--- config.mk ---
export PLATFORM = sky130hd
export DESIGN_NAME = mgr_readout
export DESIGN_NICKNAME = d
export VERILOG_FILES = /design/src/hdl/mgr_pkg.sv /design/src/hdl/mgr_readout.sv /design/src/hdl/mgr_param_mem.sv
export SDC_FILE = /design/constraint.sdc
export NUM_CORES = 1
export LEC_CHECK = 0
export BUFFER_PORTS_ARGS = -buffer_cell sky130_fd_sc_hd__buf_4
export CORE_MARGIN = 5
export CORE_UTILIZATION = 40
export DETAILED_ROUTE_END_ITERATION = 16
export PLACE_DENSITY_LB_ADDON = 0.25
export SETUP_SLACK_MARGIN = 0.05
export SYNTH_ARGS = -nofsm -noshare
export SYNTH_HDL_FRONTEND = slang
export SYNTH_SLANG_ARGS = --single-unit
--- constraint.sdc ---
create_clock -name ref_clk -period 18 [get_ports ref_clk]
set_input_delay 0.9 -clock ref_clk [delete_from_list [all_inputs] [get_ports ref_clk]]
set_output_delay 0.9 -clock ref_clk [all_outputs]
set_load 0.03 [all_outputs]
--- src/hdl/mgr_pkg.sv ---
// Constants and types shared by the magnetometer readout design
//
// Overview of operation
// [RULE1] Field signal digitised to eight-bit unsigned sample
// [RULE2] Optional first-order low-pass filter, programmable cutoff
// [RULE3] Factory config or restore disables the filter
// [RULE4] Every host value is exactly one byte
// [RULE5] Measurement byte always complete, never stalls reads
// [RULE6] Host may read any time, no setup
// [RULE7] Output is field magnitude, either polarity positive
// [RULE8] Field-detect output follows threshold crossings
// [RULE9] Factory sensitivity, offset, linearity, temperature corrections applied; code has no linearity correction
// [RULE10] User calibration adjusts output atop factory calibration
// [RULE11] Detect high above threshold, low below threshold minus hysteresis
// [RULE12] Writing 1 to location 0x7 restores factory
// [RULE13] Full linear range reads 100, saturation 255
// [RULE14] I2C target up to 400 kHz, host controls
// [RULE15] Filter update y plus (x minus y) shifted k
// [RULE16] Measurement byte updated atomically once per sample
package mgr_pkg;
  // Parameter memory locations, one byte each
  localparam logic [7:0] ADDR_FIELD = 8'h00;
  localparam logic [7:0] ADDR_TEMP = 8'h01;
  localparam logic [7:0] ADDR_SENS = 8'h02;
  localparam logic [7:0] ADDR_OFFS = 8'h03;
  localparam logic [7:0] ADDR_FILT = 8'h04;
  localparam logic [7:0] ADDR_THR = 8'h05;
  localparam logic [7:0] ADDR_HYST = 8'h06;
  localparam logic [7:0] ADDR_RESTORE = 8'h07;
  localparam logic [7:0] ADDR_TEMPCO = 8'h08;
  localparam logic [7:0] ADDR_USR_GAIN = 8'h09;
  localparam logic [7:0] ADDR_USR_OFFS = 8'h0a;
  localparam logic [7:0] RESTORE_CMD = 8'h01;
  localparam int PARAM_WORDS = 16;
  // Factory defaults, then fixed scaling and bus constants
  localparam logic [7:0] RST_SENS = 8'h64;
  localparam logic [7:0] RST_OFFS = 8'h00;
  localparam logic [7:0] RST_FILT = 8'h00;
  localparam logic [7:0] RST_THR = 8'h28;
  localparam logic [7:0] RST_HYST = 8'h05;
  localparam logic [7:0] RST_TEMPCO = 8'h00;
  localparam logic [7:0] RST_USR_GAIN = 8'h80;
  localparam logic [7:0] RST_USR_OFFS = 8'h00;
  localparam logic [7:0] SENS_UNITY = 8'h64;
  localparam logic [7:0] FULL_SCALE = 8'h64;
  localparam logic [7:0] SAT_CODE = 8'hff;
  localparam logic [7:0] ADC_MID = 8'h80;
  localparam logic [7:0] SDA_READ_BIT = 8'h01;
  localparam logic [6:0] BUS_ADDR_DEFAULT = 7'h10;
  // I2C timing at 125 MHz
  localparam int CLK_MHZ = 125;
  localparam int SCL_MIN_HALF_NS = 1250;
  localparam int SCL_MIN_HALF_CYC = (SCL_MIN_HALF_NS * CLK_MHZ + 999) / 1000;
  typedef enum logic [2:0] {
    MGR_IDLE = 3'b000,
    MGR_ADDR = 3'b001,
    MGR_AACK = 3'b011,
    MGR_DATA = 3'b010,
    MGR_DACK = 3'b110,
    MGR_TX = 3'b111,
    MGR_TACK = 3'b101
  } mgr_state_t;
  function automatic logic [7:0] sat8(input logic [15:0] v);
    sat8 = (v > 16'h00ff) ? 8'hff : v[7:0];
  endfunction : sat8
endpackage : mgr_pkg

--- src/hdl/mgr_readout.sv ---
// Magnetometer sample path, comparator and single-byte I2C target
`timescale 1ns/1ns
module mgr_readout (
  input wire logic ref_clk,
  input wire logic rst_b,
  input wire logic [7:0] adc_code,
  input wire logic adc_valid,
  input wire logic adc_neg,
  input wire logic [7:0] temp_code,
  input wire logic [6:0] bus_addr,
  input wire logic scl_in,
  input wire logic sda_in,
  output logic sda_out,
  output logic sda_oe,
  output logic field_detect,
  output logic [7:0] field_value
);
  logic [7:0] sens, offs, filt_k, thr, hyst, tempco, usr_gain, usr_offs;
  logic [7:0] filt_y, field_byte, mag, corr, result;
  logic [15:0] prod, gained, trim;
  logic [3:0] stage;
  logic [7:0] tx_byte;
  logic [7:0] x_in;
  logic scl_d, sda_d, start_c, stop_c, scl_rise, scl_fall;
  mgr_pkg::mgr_state_t state;
  logic [7:0] shreg, reg_ptr;
  logic [3:0] bitcnt;
  logic ptr_set, mem_we, restore;
  logic [7:0] mem_rdata;

  ////////////////////////////////////////////////////////////////////////////
  // Sample path: magnitude, correction, filter, atomic publish
  // Sign comes from the front end; magnitude about zero field
  always_ff @(posedge ref_clk) begin
    if (!rst_b) begin
      stage <= 4'h0;
      x_in <= 8'h00;
      mag <= 8'h00;
      prod <= 16'h0000;
      corr <= 8'h00;
    end else begin
      stage <= {stage[2:0], adc_valid};
      if (adc_valid) begin
        x_in <= adc_code; // see [RULE1]
      end
      // Offset-binary code folded about mid-scale; a code on the wrong side reads zero
      if (adc_neg) begin
        mag <= (x_in < mgr_pkg::ADC_MID) ? 8'(mgr_pkg::ADC_MID - x_in) : 8'h00; // see [RULE7]
      end else begin
        mag <= (x_in > mgr_pkg::ADC_MID) ? 8'(x_in - mgr_pkg::ADC_MID) : 8'h00; // see [RULE7]
      end
      // Factory gain in percent plus temperature drift term
      prod <= 16'(({8'h00, mag} * 16'(sens + 8'(({8'h00, temp_code} * tempco) >> 8)))
              / 16'(mgr_pkg::SENS_UNITY)); // see [RULE9]
      // Offsets larger than the sample floor at zero instead of wrapping to full scale
      corr <= (gained > trim) ? mgr_pkg::sat8(16'(gained - trim))
              : 8'h00; // see [RULE10] [RULE13]
    end
  end

  always_comb begin
    result = (corr > filt_y) ? 8'(filt_y + ((corr - filt_y) >> filt_k[2:0]))
           : 8'(filt_y - ((filt_y - corr) >> filt_k[2:0])); // see [RULE15]
  end

  // User gain is 1.7 fixed point; both offsets subtract after it
  always_comb begin
    gained = 16'((32'(mgr_pkg::sat8(prod)) * usr_gain) >> 7);
    trim = 16'(offs) + 16'(usr_offs);
  end

  always_ff @(posedge ref_clk) begin
    if (!rst_b) begin
      filt_y <= 8'h00;
      field_byte <= 8'h00;
    end else if (stage[3]) begin
      // Publish one stage after the corrected value lands, never mid-pipeline
      // Filter off: pass through directly
      filt_y <= (filt_k == 8'h00) ? corr : result; // see [RULE2] [RULE3]
      field_byte <= (filt_k == 8'h00) ? corr : result; // see [RULE16] [RULE5]
    end
  end

  always_ff @(posedge ref_clk) begin
    if (!rst_b) begin
      field_detect <= 1'b0;
      field_value <= 8'h00;
    end else begin
      field_value <= field_byte;
      if (field_byte > thr) begin
        field_detect <= 1'b1; // see [RULE8] [RULE11]
      end else if ((hyst <= thr) && (field_byte < 8'(thr - hyst))) begin
        // Hysteresis at or above the threshold latches the output on
        field_detect <= 1'b0; // see [RULE11]
      end
    end
  end

  ////////////////////////////////////////////////////////////////////////////
  // Calibration registers; restore reloads factory values, address untouched
  always_ff @(posedge ref_clk) begin
    if (!rst_b || restore) begin // see [RULE12] [RULE3]
      sens <= mgr_pkg::RST_SENS;
      offs <= mgr_pkg::RST_OFFS;
      filt_k <= mgr_pkg::RST_FILT;
      thr <= mgr_pkg::RST_THR;
      hyst <= mgr_pkg::RST_HYST;
      tempco <= mgr_pkg::RST_TEMPCO;
      usr_gain <= mgr_pkg::RST_USR_GAIN;
      usr_offs <= mgr_pkg::RST_USR_OFFS;
    end else if (mem_we) begin
      case (reg_ptr)
        mgr_pkg::ADDR_SENS: sens <= shreg;
        mgr_pkg::ADDR_OFFS: offs <= shreg;
        mgr_pkg::ADDR_FILT: filt_k <= shreg;
        mgr_pkg::ADDR_THR: thr <= shreg;
        mgr_pkg::ADDR_HYST: hyst <= shreg;
        mgr_pkg::ADDR_TEMPCO: tempco <= shreg;
        mgr_pkg::ADDR_USR_GAIN: usr_gain <= shreg; // see [RULE10]
        mgr_pkg::ADDR_USR_OFFS: usr_offs <= shreg;
        default: ;
      endcase
    end
  end

  assign restore = mem_we && (reg_ptr == mgr_pkg::ADDR_RESTORE)
                   && (shreg == mgr_pkg::RESTORE_CMD); // see [RULE12]

  // Spare locations kept as scratch bytes
  mgr_param_mem u_mem (
    .ref_clk(ref_clk),
    .we(mem_we),
    .waddr(reg_ptr[3:0]),
    .wdata(shreg),
    .raddr(reg_ptr[3:0]),
    .rdata(mem_rdata)
  );

  function automatic logic [7:0] read_byte(input logic [7:0] a);
    case (a)
      mgr_pkg::ADDR_FIELD: read_byte = field_byte; // see [RULE5] [RULE6]
      mgr_pkg::ADDR_TEMP: read_byte = temp_code;
      mgr_pkg::ADDR_SENS: read_byte = sens;
      mgr_pkg::ADDR_OFFS: read_byte = offs;
      mgr_pkg::ADDR_FILT: read_byte = filt_k;
      mgr_pkg::ADDR_THR: read_byte = thr;
      mgr_pkg::ADDR_HYST: read_byte = hyst;
      mgr_pkg::ADDR_TEMPCO: read_byte = tempco;
      mgr_pkg::ADDR_USR_GAIN: read_byte = usr_gain;
      mgr_pkg::ADDR_USR_OFFS: read_byte = usr_offs;
      default: read_byte = mem_rdata;
    endcase
  endfunction : read_byte

  always_comb begin
    tx_byte = read_byte(reg_ptr);
  end

  ////////////////////////////////////////////////////////////////////////////
  // I2C target; pins sampled on ref_clk, far faster than 400 kHz
  always_ff @(posedge ref_clk) begin
    if (!rst_b) begin
      scl_d <= 1'b1;
      sda_d <= 1'b1;
    end else begin
      scl_d <= scl_in;
      sda_d <= sda_in;
    end
  end
  assign scl_rise = scl_in && !scl_d;
  assign scl_fall = !scl_in && scl_d;
  assign start_c = scl_in && scl_d && sda_d && !sda_in;
  assign stop_c = scl_in && scl_d && !sda_d && sda_in;
  // Write once the eighth bit is in the shift register, on the falling edge after it
  assign mem_we = (state == mgr_pkg::MGR_DATA) && scl_fall && (bitcnt == 4'h8) && ptr_set;

  always_ff @(posedge ref_clk) begin
    if (!rst_b) begin
      state <= mgr_pkg::MGR_IDLE;
      shreg <= 8'h00;
      bitcnt <= 4'h0;
      reg_ptr <= 8'h00;
      ptr_set <= 1'b0;
      sda_out <= 1'b0;
      sda_oe <= 1'b0;
    end else if (start_c) begin
      state <= mgr_pkg::MGR_ADDR; // see [RULE14]
      bitcnt <= 4'h0;
      sda_oe <= 1'b0;
    end else if (stop_c) begin
      state <= mgr_pkg::MGR_IDLE;
      sda_oe <= 1'b0;
    end else begin
      sda_out <= 1'b0;
      if (scl_rise) begin
        bitcnt <= 4'(bitcnt + 4'h1);
      end
      // Address and data acknowledge bits (AACK, DACK) stay out of the shift register so the R/W bit survives
      if (scl_rise && state != mgr_pkg::MGR_AACK && state != mgr_pkg::MGR_DACK) begin
        shreg <= {shreg[6:0], sda_in};
      end
      case (state)
        mgr_pkg::MGR_IDLE: sda_oe <= 1'b0;
        mgr_pkg::MGR_ADDR: begin
          if (scl_fall && bitcnt == 4'h8) begin
            if (shreg[7:1] == bus_addr) begin
              state <= mgr_pkg::MGR_AACK;
              sda_oe <= 1'b1;
              ptr_set <= 1'b0;
            end else begin
              state <= mgr_pkg::MGR_IDLE;
            end
          end
        end
        mgr_pkg::MGR_AACK, mgr_pkg::MGR_DACK: begin
          if (scl_fall) begin
            bitcnt <= 4'h0;
            if (shreg[0] & (state == mgr_pkg::MGR_AACK)) begin
              state <= mgr_pkg::MGR_TX;
              shreg <= tx_byte;
              sda_oe <= !tx_byte[7];
            end else begin
              state <= mgr_pkg::MGR_DATA;
              sda_oe <= 1'b0;
            end
          end
        end
        mgr_pkg::MGR_DATA: begin
          if (scl_fall && bitcnt == 4'h8) begin
            // First byte sets the pointer; later bytes write one location
            if (!ptr_set) begin
              reg_ptr <= shreg; // see [RULE4]
              ptr_set <= 1'b1;
            end
            state <= mgr_pkg::MGR_DACK;
            sda_oe <= 1'b1;
          end
        end
        mgr_pkg::MGR_TX: begin
          if (scl_fall) begin
            if (bitcnt == 4'h8) begin
              state <= mgr_pkg::MGR_TACK;
              sda_oe <= 1'b0;
            end else begin
              sda_oe <= !shreg[7];
            end
          end
        end
        mgr_pkg::MGR_TACK: begin
          // Single-byte reads: any further bits are ignored until the next start
          if (scl_rise) begin
            state <= mgr_pkg::MGR_IDLE;
          end
        end
        default: state <= mgr_pkg::MGR_IDLE;
      endcase
    end
  end
endmodule : mgr_readout

--- src/hdl/mgr_param_mem.sv ---
// Byte-wide parameter memory with registered read port
`timescale 1ns/1ns
module mgr_param_mem (
  input wire logic ref_clk,
  input wire logic we,
  input wire logic [3:0] waddr,
  input wire logic [7:0] wdata,
  input wire logic [3:0] raddr,
  output logic [7:0] rdata
);
  logic [7:0] mem [mgr_pkg::PARAM_WORDS];
  always_ff @(posedge ref_clk) begin
    if (we) begin
      mem[waddr] <= wdata;
    end
    rdata <= mem[raddr];
  end
endmodule : mgr_param_mem

### Word-level counts from Yosys, hierarchy flattened

Memory sizes are Yosys's and may differ from the RTL's. A register that Yosys moved wholly into a read port is not among the register bits.
Cells that the tools add are included.

* register bits: 152
* logic and storage cells: 182
* output and inout bits: 11
* memories kept: 1
* memory bits (writable): 128
* input bits: 29

Memory list
* u_mem.mem: depth 16, bits a word 8, rd ports 1, clocked after memory_dff 1, wr ports 1, RTL line mgr_param_mem.sv:11 `logic [7:0] mem [mgr_pkg::PARAM_WORDS];`

* multiply operators: 3
* shift operators: 2
* order comparisons: 9
* divide/modulo/power cells: 1
* reductions and logical operators: 48
* eq/ne operators: 35
* add/sub/neg operators: 11
* muxes and demuxes: 41
* bitwise operators: 6

Operators by type and width (number)
* 8-bit 2-to-1 mux: 11
* 8-bit one-hot mux with 10 select lines: 1
* 8-bit by 3-bit equality test with 1-bit output (second input constant): 4
* 16-bit by 8-bit greater-than comparator with 1-bit output (second input constant): 2
* 8-bit by 8-bit multiplier with 16-bit output: 2
* 8-bit subtractor: 4
* 8-bit by 4-bit equality test with 1-bit output (second input constant): 3
* 3-bit 2-to-1 mux: 7
* 4-bit != test (second input constant): 5
* 2-bit AND reduction: 10
* 8-bit by 8-bit adder with 9-bit output: 2
* 3-bit one-hot mux with 6 select lines: 1
* 16-bit by 7-bit divider with 16-bit output (second input constant): 1
* 8-bit by 1-bit equality test with 1-bit output (second input constant): 2
* 8-bit by 2-bit equality test with 1-bit output (second input constant): 2
* 8-bit greater-than comparator: 2
* 9-bit by 16-bit greater-than comparator with 1-bit output: 1
* 1-bit logical AND: 16
* 8-bit zero test: 2
* 8-bit by 9-bit multiplier with 16-bit output: 1
* 8-bit by 3-bit >> shifter with 8-bit output: 2
* 9-bit by 16-bit subtractor with 16-bit output: 1
* 1-bit 2-to-1 mux: 15
* 7-bit AND reduction: 2
* other kinds (33): 57

### Longest topological paths before layout

* depth in word-level cells: 8
* gate-level depth with buffers: 61
* depth with buffers taken out: 56

### Hierarchy

Synthesis repeated with hierarchy kept, for this count alone.

* cell total of the unflattened synthesis: 2345
* area, all modules: 22466.5 sq um

By module, submodules not included
* mgr_readout: seq. area each 2922.8 sq um, area an instance 17319.1 sq um, cells an instance 2116, times used 1
* mgr_param_mem: seq. area each 4003.8 sq um, area an instance 5147.4 sq um, cells an instance 229, times used 1

### Worst setup path after synthesis

Ideal clock, no wire load.

* path type: input-to-reg
* from: in temp_code[1]
* to: reg prod[1]
* slack: 4.113 ns
* arrival time: 13.766 ns
* required time: 17.878 ns
* path buffers: 3
* stages: 57
* setup time: 0.122 ns
* cell sequence: and2_1 fa_1 fa_1 inv_1 fa_1 inv_1 fa_1 ha_1 o21ai_0 nand2b_1 a21oi_1 nor2b_1 o21a_1 o21a_1 o21a_1 o21a_1 o21a_1 nor2_1 (+21 left out) o31a_4 o211a_1 nor3_4 nor3_1 o311a_1 o21a_1 a211oi_2 a21oi_2 buf_6 a31oi_1 mux2i_1 or3_4 a32oi_4 o211ai_2 a311o_1 a211oi_2 nor2_1 o311a_1

* longest elaborated chain between the ends: 4

Ends and longest elaborated chain
* from (decl): RTL line mgr_readout.sv:9 `input wire logic [7:0] temp_code,`
* 8-bit by 8-bit multiplier with 16-bit output: RTL line mgr_readout.sv:53 `prod <= 16'(({8'h00, mag} * 16'(sens + 8'(({8'h00, temp_code} * tempco) >> 8)))`
* 8-bit by 8-bit adder with 9-bit output: RTL line mgr_readout.sv:53
* 8-bit by 9-bit multiplier with 16-bit output: RTL line mgr_readout.sv:53
* 16-bit by 7-bit divider with 16-bit output: RTL line mgr_readout.sv:54 `/ 16'(mgr_pkg::SENS_UNITY));`
* to (signal assigned): RTL line mgr_readout.sv:53
* to (decl): RTL line mgr_readout.sv:20 `logic [15:0] prod, gained, trim;`

No other way between the ends.
A chain may end at the register's enable or synchronous reset.

### Worst setup path after layout

* from: reg tempco[4]
* to: reg prod[1]

* longest elaborated chain between the ends: 4

Ends and longest elaborated chain
* from (decl): RTL line mgr_readout.sv:18 `logic [7:0] sens, offs, filt_k, thr, hyst, tempco, usr_gain, usr_offs;`
* from (signal assigned): RTL line mgr_readout.sv:108 `tempco <= mgr_pkg::RST_TEMPCO;`
* from (signal assigned): RTL line mgr_readout.sv:118 `mgr_pkg::ADDR_TEMPCO: tempco <= shreg;`
* 8-bit by 8-bit multiplier with 16-bit output: RTL line mgr_readout.sv:53
* 8-bit by 8-bit adder with 9-bit output: RTL line mgr_readout.sv:53
* 8-bit by 9-bit multiplier with 16-bit output: RTL line mgr_readout.sv:53
* 16-bit by 7-bit divider with 16-bit output: RTL line mgr_readout.sv:54

No other way between the ends.

==> results.yml <==
worst_setup_path:
  cp.arrival_ps: 16160
  cp.required_ps: 18450
  r2r_cells: 53
  crit_cells: 53
  end_kind: "flop"
  path_common_cell: "fa_1"
  cp_num_buf_inv: 4
  cpPeakStageDelay_ps: 820
  worst-setup-path-type: "flop to flop"
  path_max_fanout: 11
  critical_path.startpoint_type: "flop"
  cp_top_family: "compound AO/OA/AOI/OAI gates"
  crit_slowest_cell: "xor2_1"
cts:
  cts_tree: "done"
  root_buffer: "clkbuf_16"
  cts.htree.levels: 1
  cts_setup_buffers: 0
  numCtsBuffers: 31
  hold_buffers: 0
  clkTransAtPathRegs_ps: 60
  cts_sinks: 282
  cts_buffer_depth: 3
  cts_resized: 0
  clk_latency_ps: 620
synthesis:
  async_reset_ff_frac: 0
  ys.flop_type: "dfxtp_1"
  synth.top_cell.area_share: 0.174
  syn-cell-area_um2: 22000
  ys_seq_area_frac: 0.314
  synth_edf_count: 128
  synth_cell_types: 100
  ys_ff_latch: 282
  syn_inst: 2204
  ys_warn_count: 0
  syn-num-nets: 2528
  yosysTopAreaCell: "edfxtp_1"
  synthTopCellsByArea: "edfxtp_1 (17%), dfxtp_1 (14%), fa_1 (11%), ha_1 (10%), mux2i_1 (4.4%)"
  syn_avg_cell_area_um2: 10.0
grt:
  grt_usage: 0.189
  grt_pass1_vias: 16500
  grt-ovfl-total: 0
  grt_pass1_wl_um: 92100
  antenna_found_initial: 0
  grt_max_degree: 73
drt:
  post_drt_wl_per_cell_um: 19.6
  vias_per_cell: 5.59
  drc: 0
  drtIter0Drc: 1028
  postRouteAntennaNets: 0
  num_vias: 16400
  drtPass1Iterations: 5
  drt-total-wl_um: 57500
final_layout:
  area_growth_syn_to_layout_pct: 8.73
  fin_nets: 2525
  drive_gt1_frac: 0.0889
  finalNonFillerCells: 2930
  layout_common_cells: "inv_1 (204), ha_1 (176), nor2_1 (153), dfxtp_1 (153), and2_1 (152)"
  final_common_cell: "inv_1"
  top_register: "u_mem.mem"
  diodes: 0
  reg_top3: "u_mem.mem x128, prod x10"
  stdcell_area_um2: 24000
  largest_reg_flops: 128
timing:
  fin_crit_ps: 15710
  setup_viol: 0
  hold_viol: 0
  rsz0062_at_grt: "no"
  skew_ps: 49.4
  fmax_ghz: 0.0637
  worst_pin_slew_ps: 1250
  slew_headroom: 0.163
  min_period_over_period: 0.873
  setup_tns_ps: 0
  worst_slack_ps: 2290
  slew_violations: 0
outcome:
  status: "finished clean"
placement:
  place_area_um2: 23000
  place_worst_setup_slack_ps: 1950
  dpl.hpwl_um: 42200
  dp.cells: 2872
  numPortBuffers: 38
  place_congestion: 0.905
min_path:
  holdCritPathClass: "flop to flop"
  min_path_cells: 1
power_and_ir_drop:
  sw_frac_of_total: 0.348
  p_seq_frac: 0.341
  p_total_mw: 2.05
  power_leakage_nw: 10.1
  power_switching_mw: 0.714
  max-vdd-ir-drop_uv: 68.1
  power_density_nw_per_um2: 85.6
  combPwrFrac: 0.351
  pwr-share-clk: 0.308
  internal_power_mw: 1.34
die:
  die_w_um: 245
  die-area_um2: 59900
  rows: 86
  ios: 40
  die_y_um: 245
  core-area_um2: 54900
  initial_core_util: 0.402
run:
  max-cap-violations: 0
## final timing paths
check,slack [ps],endpoint,start
setup / recovery,2290,prod[1],tempco[4]
hold / removal,430,stage[3],stage[2]
setup reg to reg,2290,prod[1],tempco[4]
hold reg to reg,430,stage[3],stage[2]
## Yosys cell counts, drive strengths merged, types with 17 or more instances
master,instances
inv,204
ha,176
dfxtp,154
nor2,154
and2,153
nand2,144
edfxtp,128
fa,119
mux2i,98
a21oi,94
clkbuf,71
o21ai,62
xnor2,58
nor2b,46
nor3,42
mux4,41
xor2,34
a21o,33
o21a,33
a22oi,32
o211ai,26
nand2b,24
nand3,23
buf,20
a31oi,17
## cells by family after synthesis
| family | after synthesis | synth area share |
|---|---|---|
| compound gates | 444 | 0.149 |
| xor+xnor | 92 | 0.0369 |
| fa+ha+maj | 295 | 0.208 |
| buf+inv | 295 | 0.0520 |
| flops | 282 | 0.314 |
| mux | 144 | 0.0889 |
| other cells | 1 | 0.000170 |
| simple gates | 651 | 0.151 |
## layer usage
| layer | global-route usage | wire [um] | up-vias | part of all wire |
|---|---|---|---|---|
| met5 | 0 | 0 | - | 0 |
| met4 | 0.0371 | 1210 | 0 | 0.021 |
| met3 | 0.0236 | 2530 | 73 | 0.044 |
| met2 | 0.313 | 26900 | 386 | 0.47 |
| met1 | 0.268 | 26800 | 8143 | 0.47 |
| li1 | - | - | 7779 | - |
## power by group through the flow
stage	registers [mW]	logic (mW)	clock network, mW
after global routing	0.702	0.799	0.677
after global placement	0.714	0.704	0
final	0.700	0.720	0.632
after detailed placement	0.714	0.714	0
after floorplan	0.708	0.572	0
after CTS	0.700	0.718	0.648
## final cells by class
cell class | instances | area (um2)
fill | 5232 | 30900
clock buffer | 46 | 852
timing repair buffer | 55 | 413
tap | 704 | 881
inverter | 204 | 766
clock inverter | 12 | 145
multi-input combinational | 1627 | 14000
sequential | 282 | 6930
## stage by stage
stage	util	hold slack (ps)
CTS	0.437	439
floorplan	-	412
detailed placement	0.419	424
global placement	0.419	432
global route	0.437	454
finish	0.437	433
Note: power is estimated with default switching activity, not from simulation.
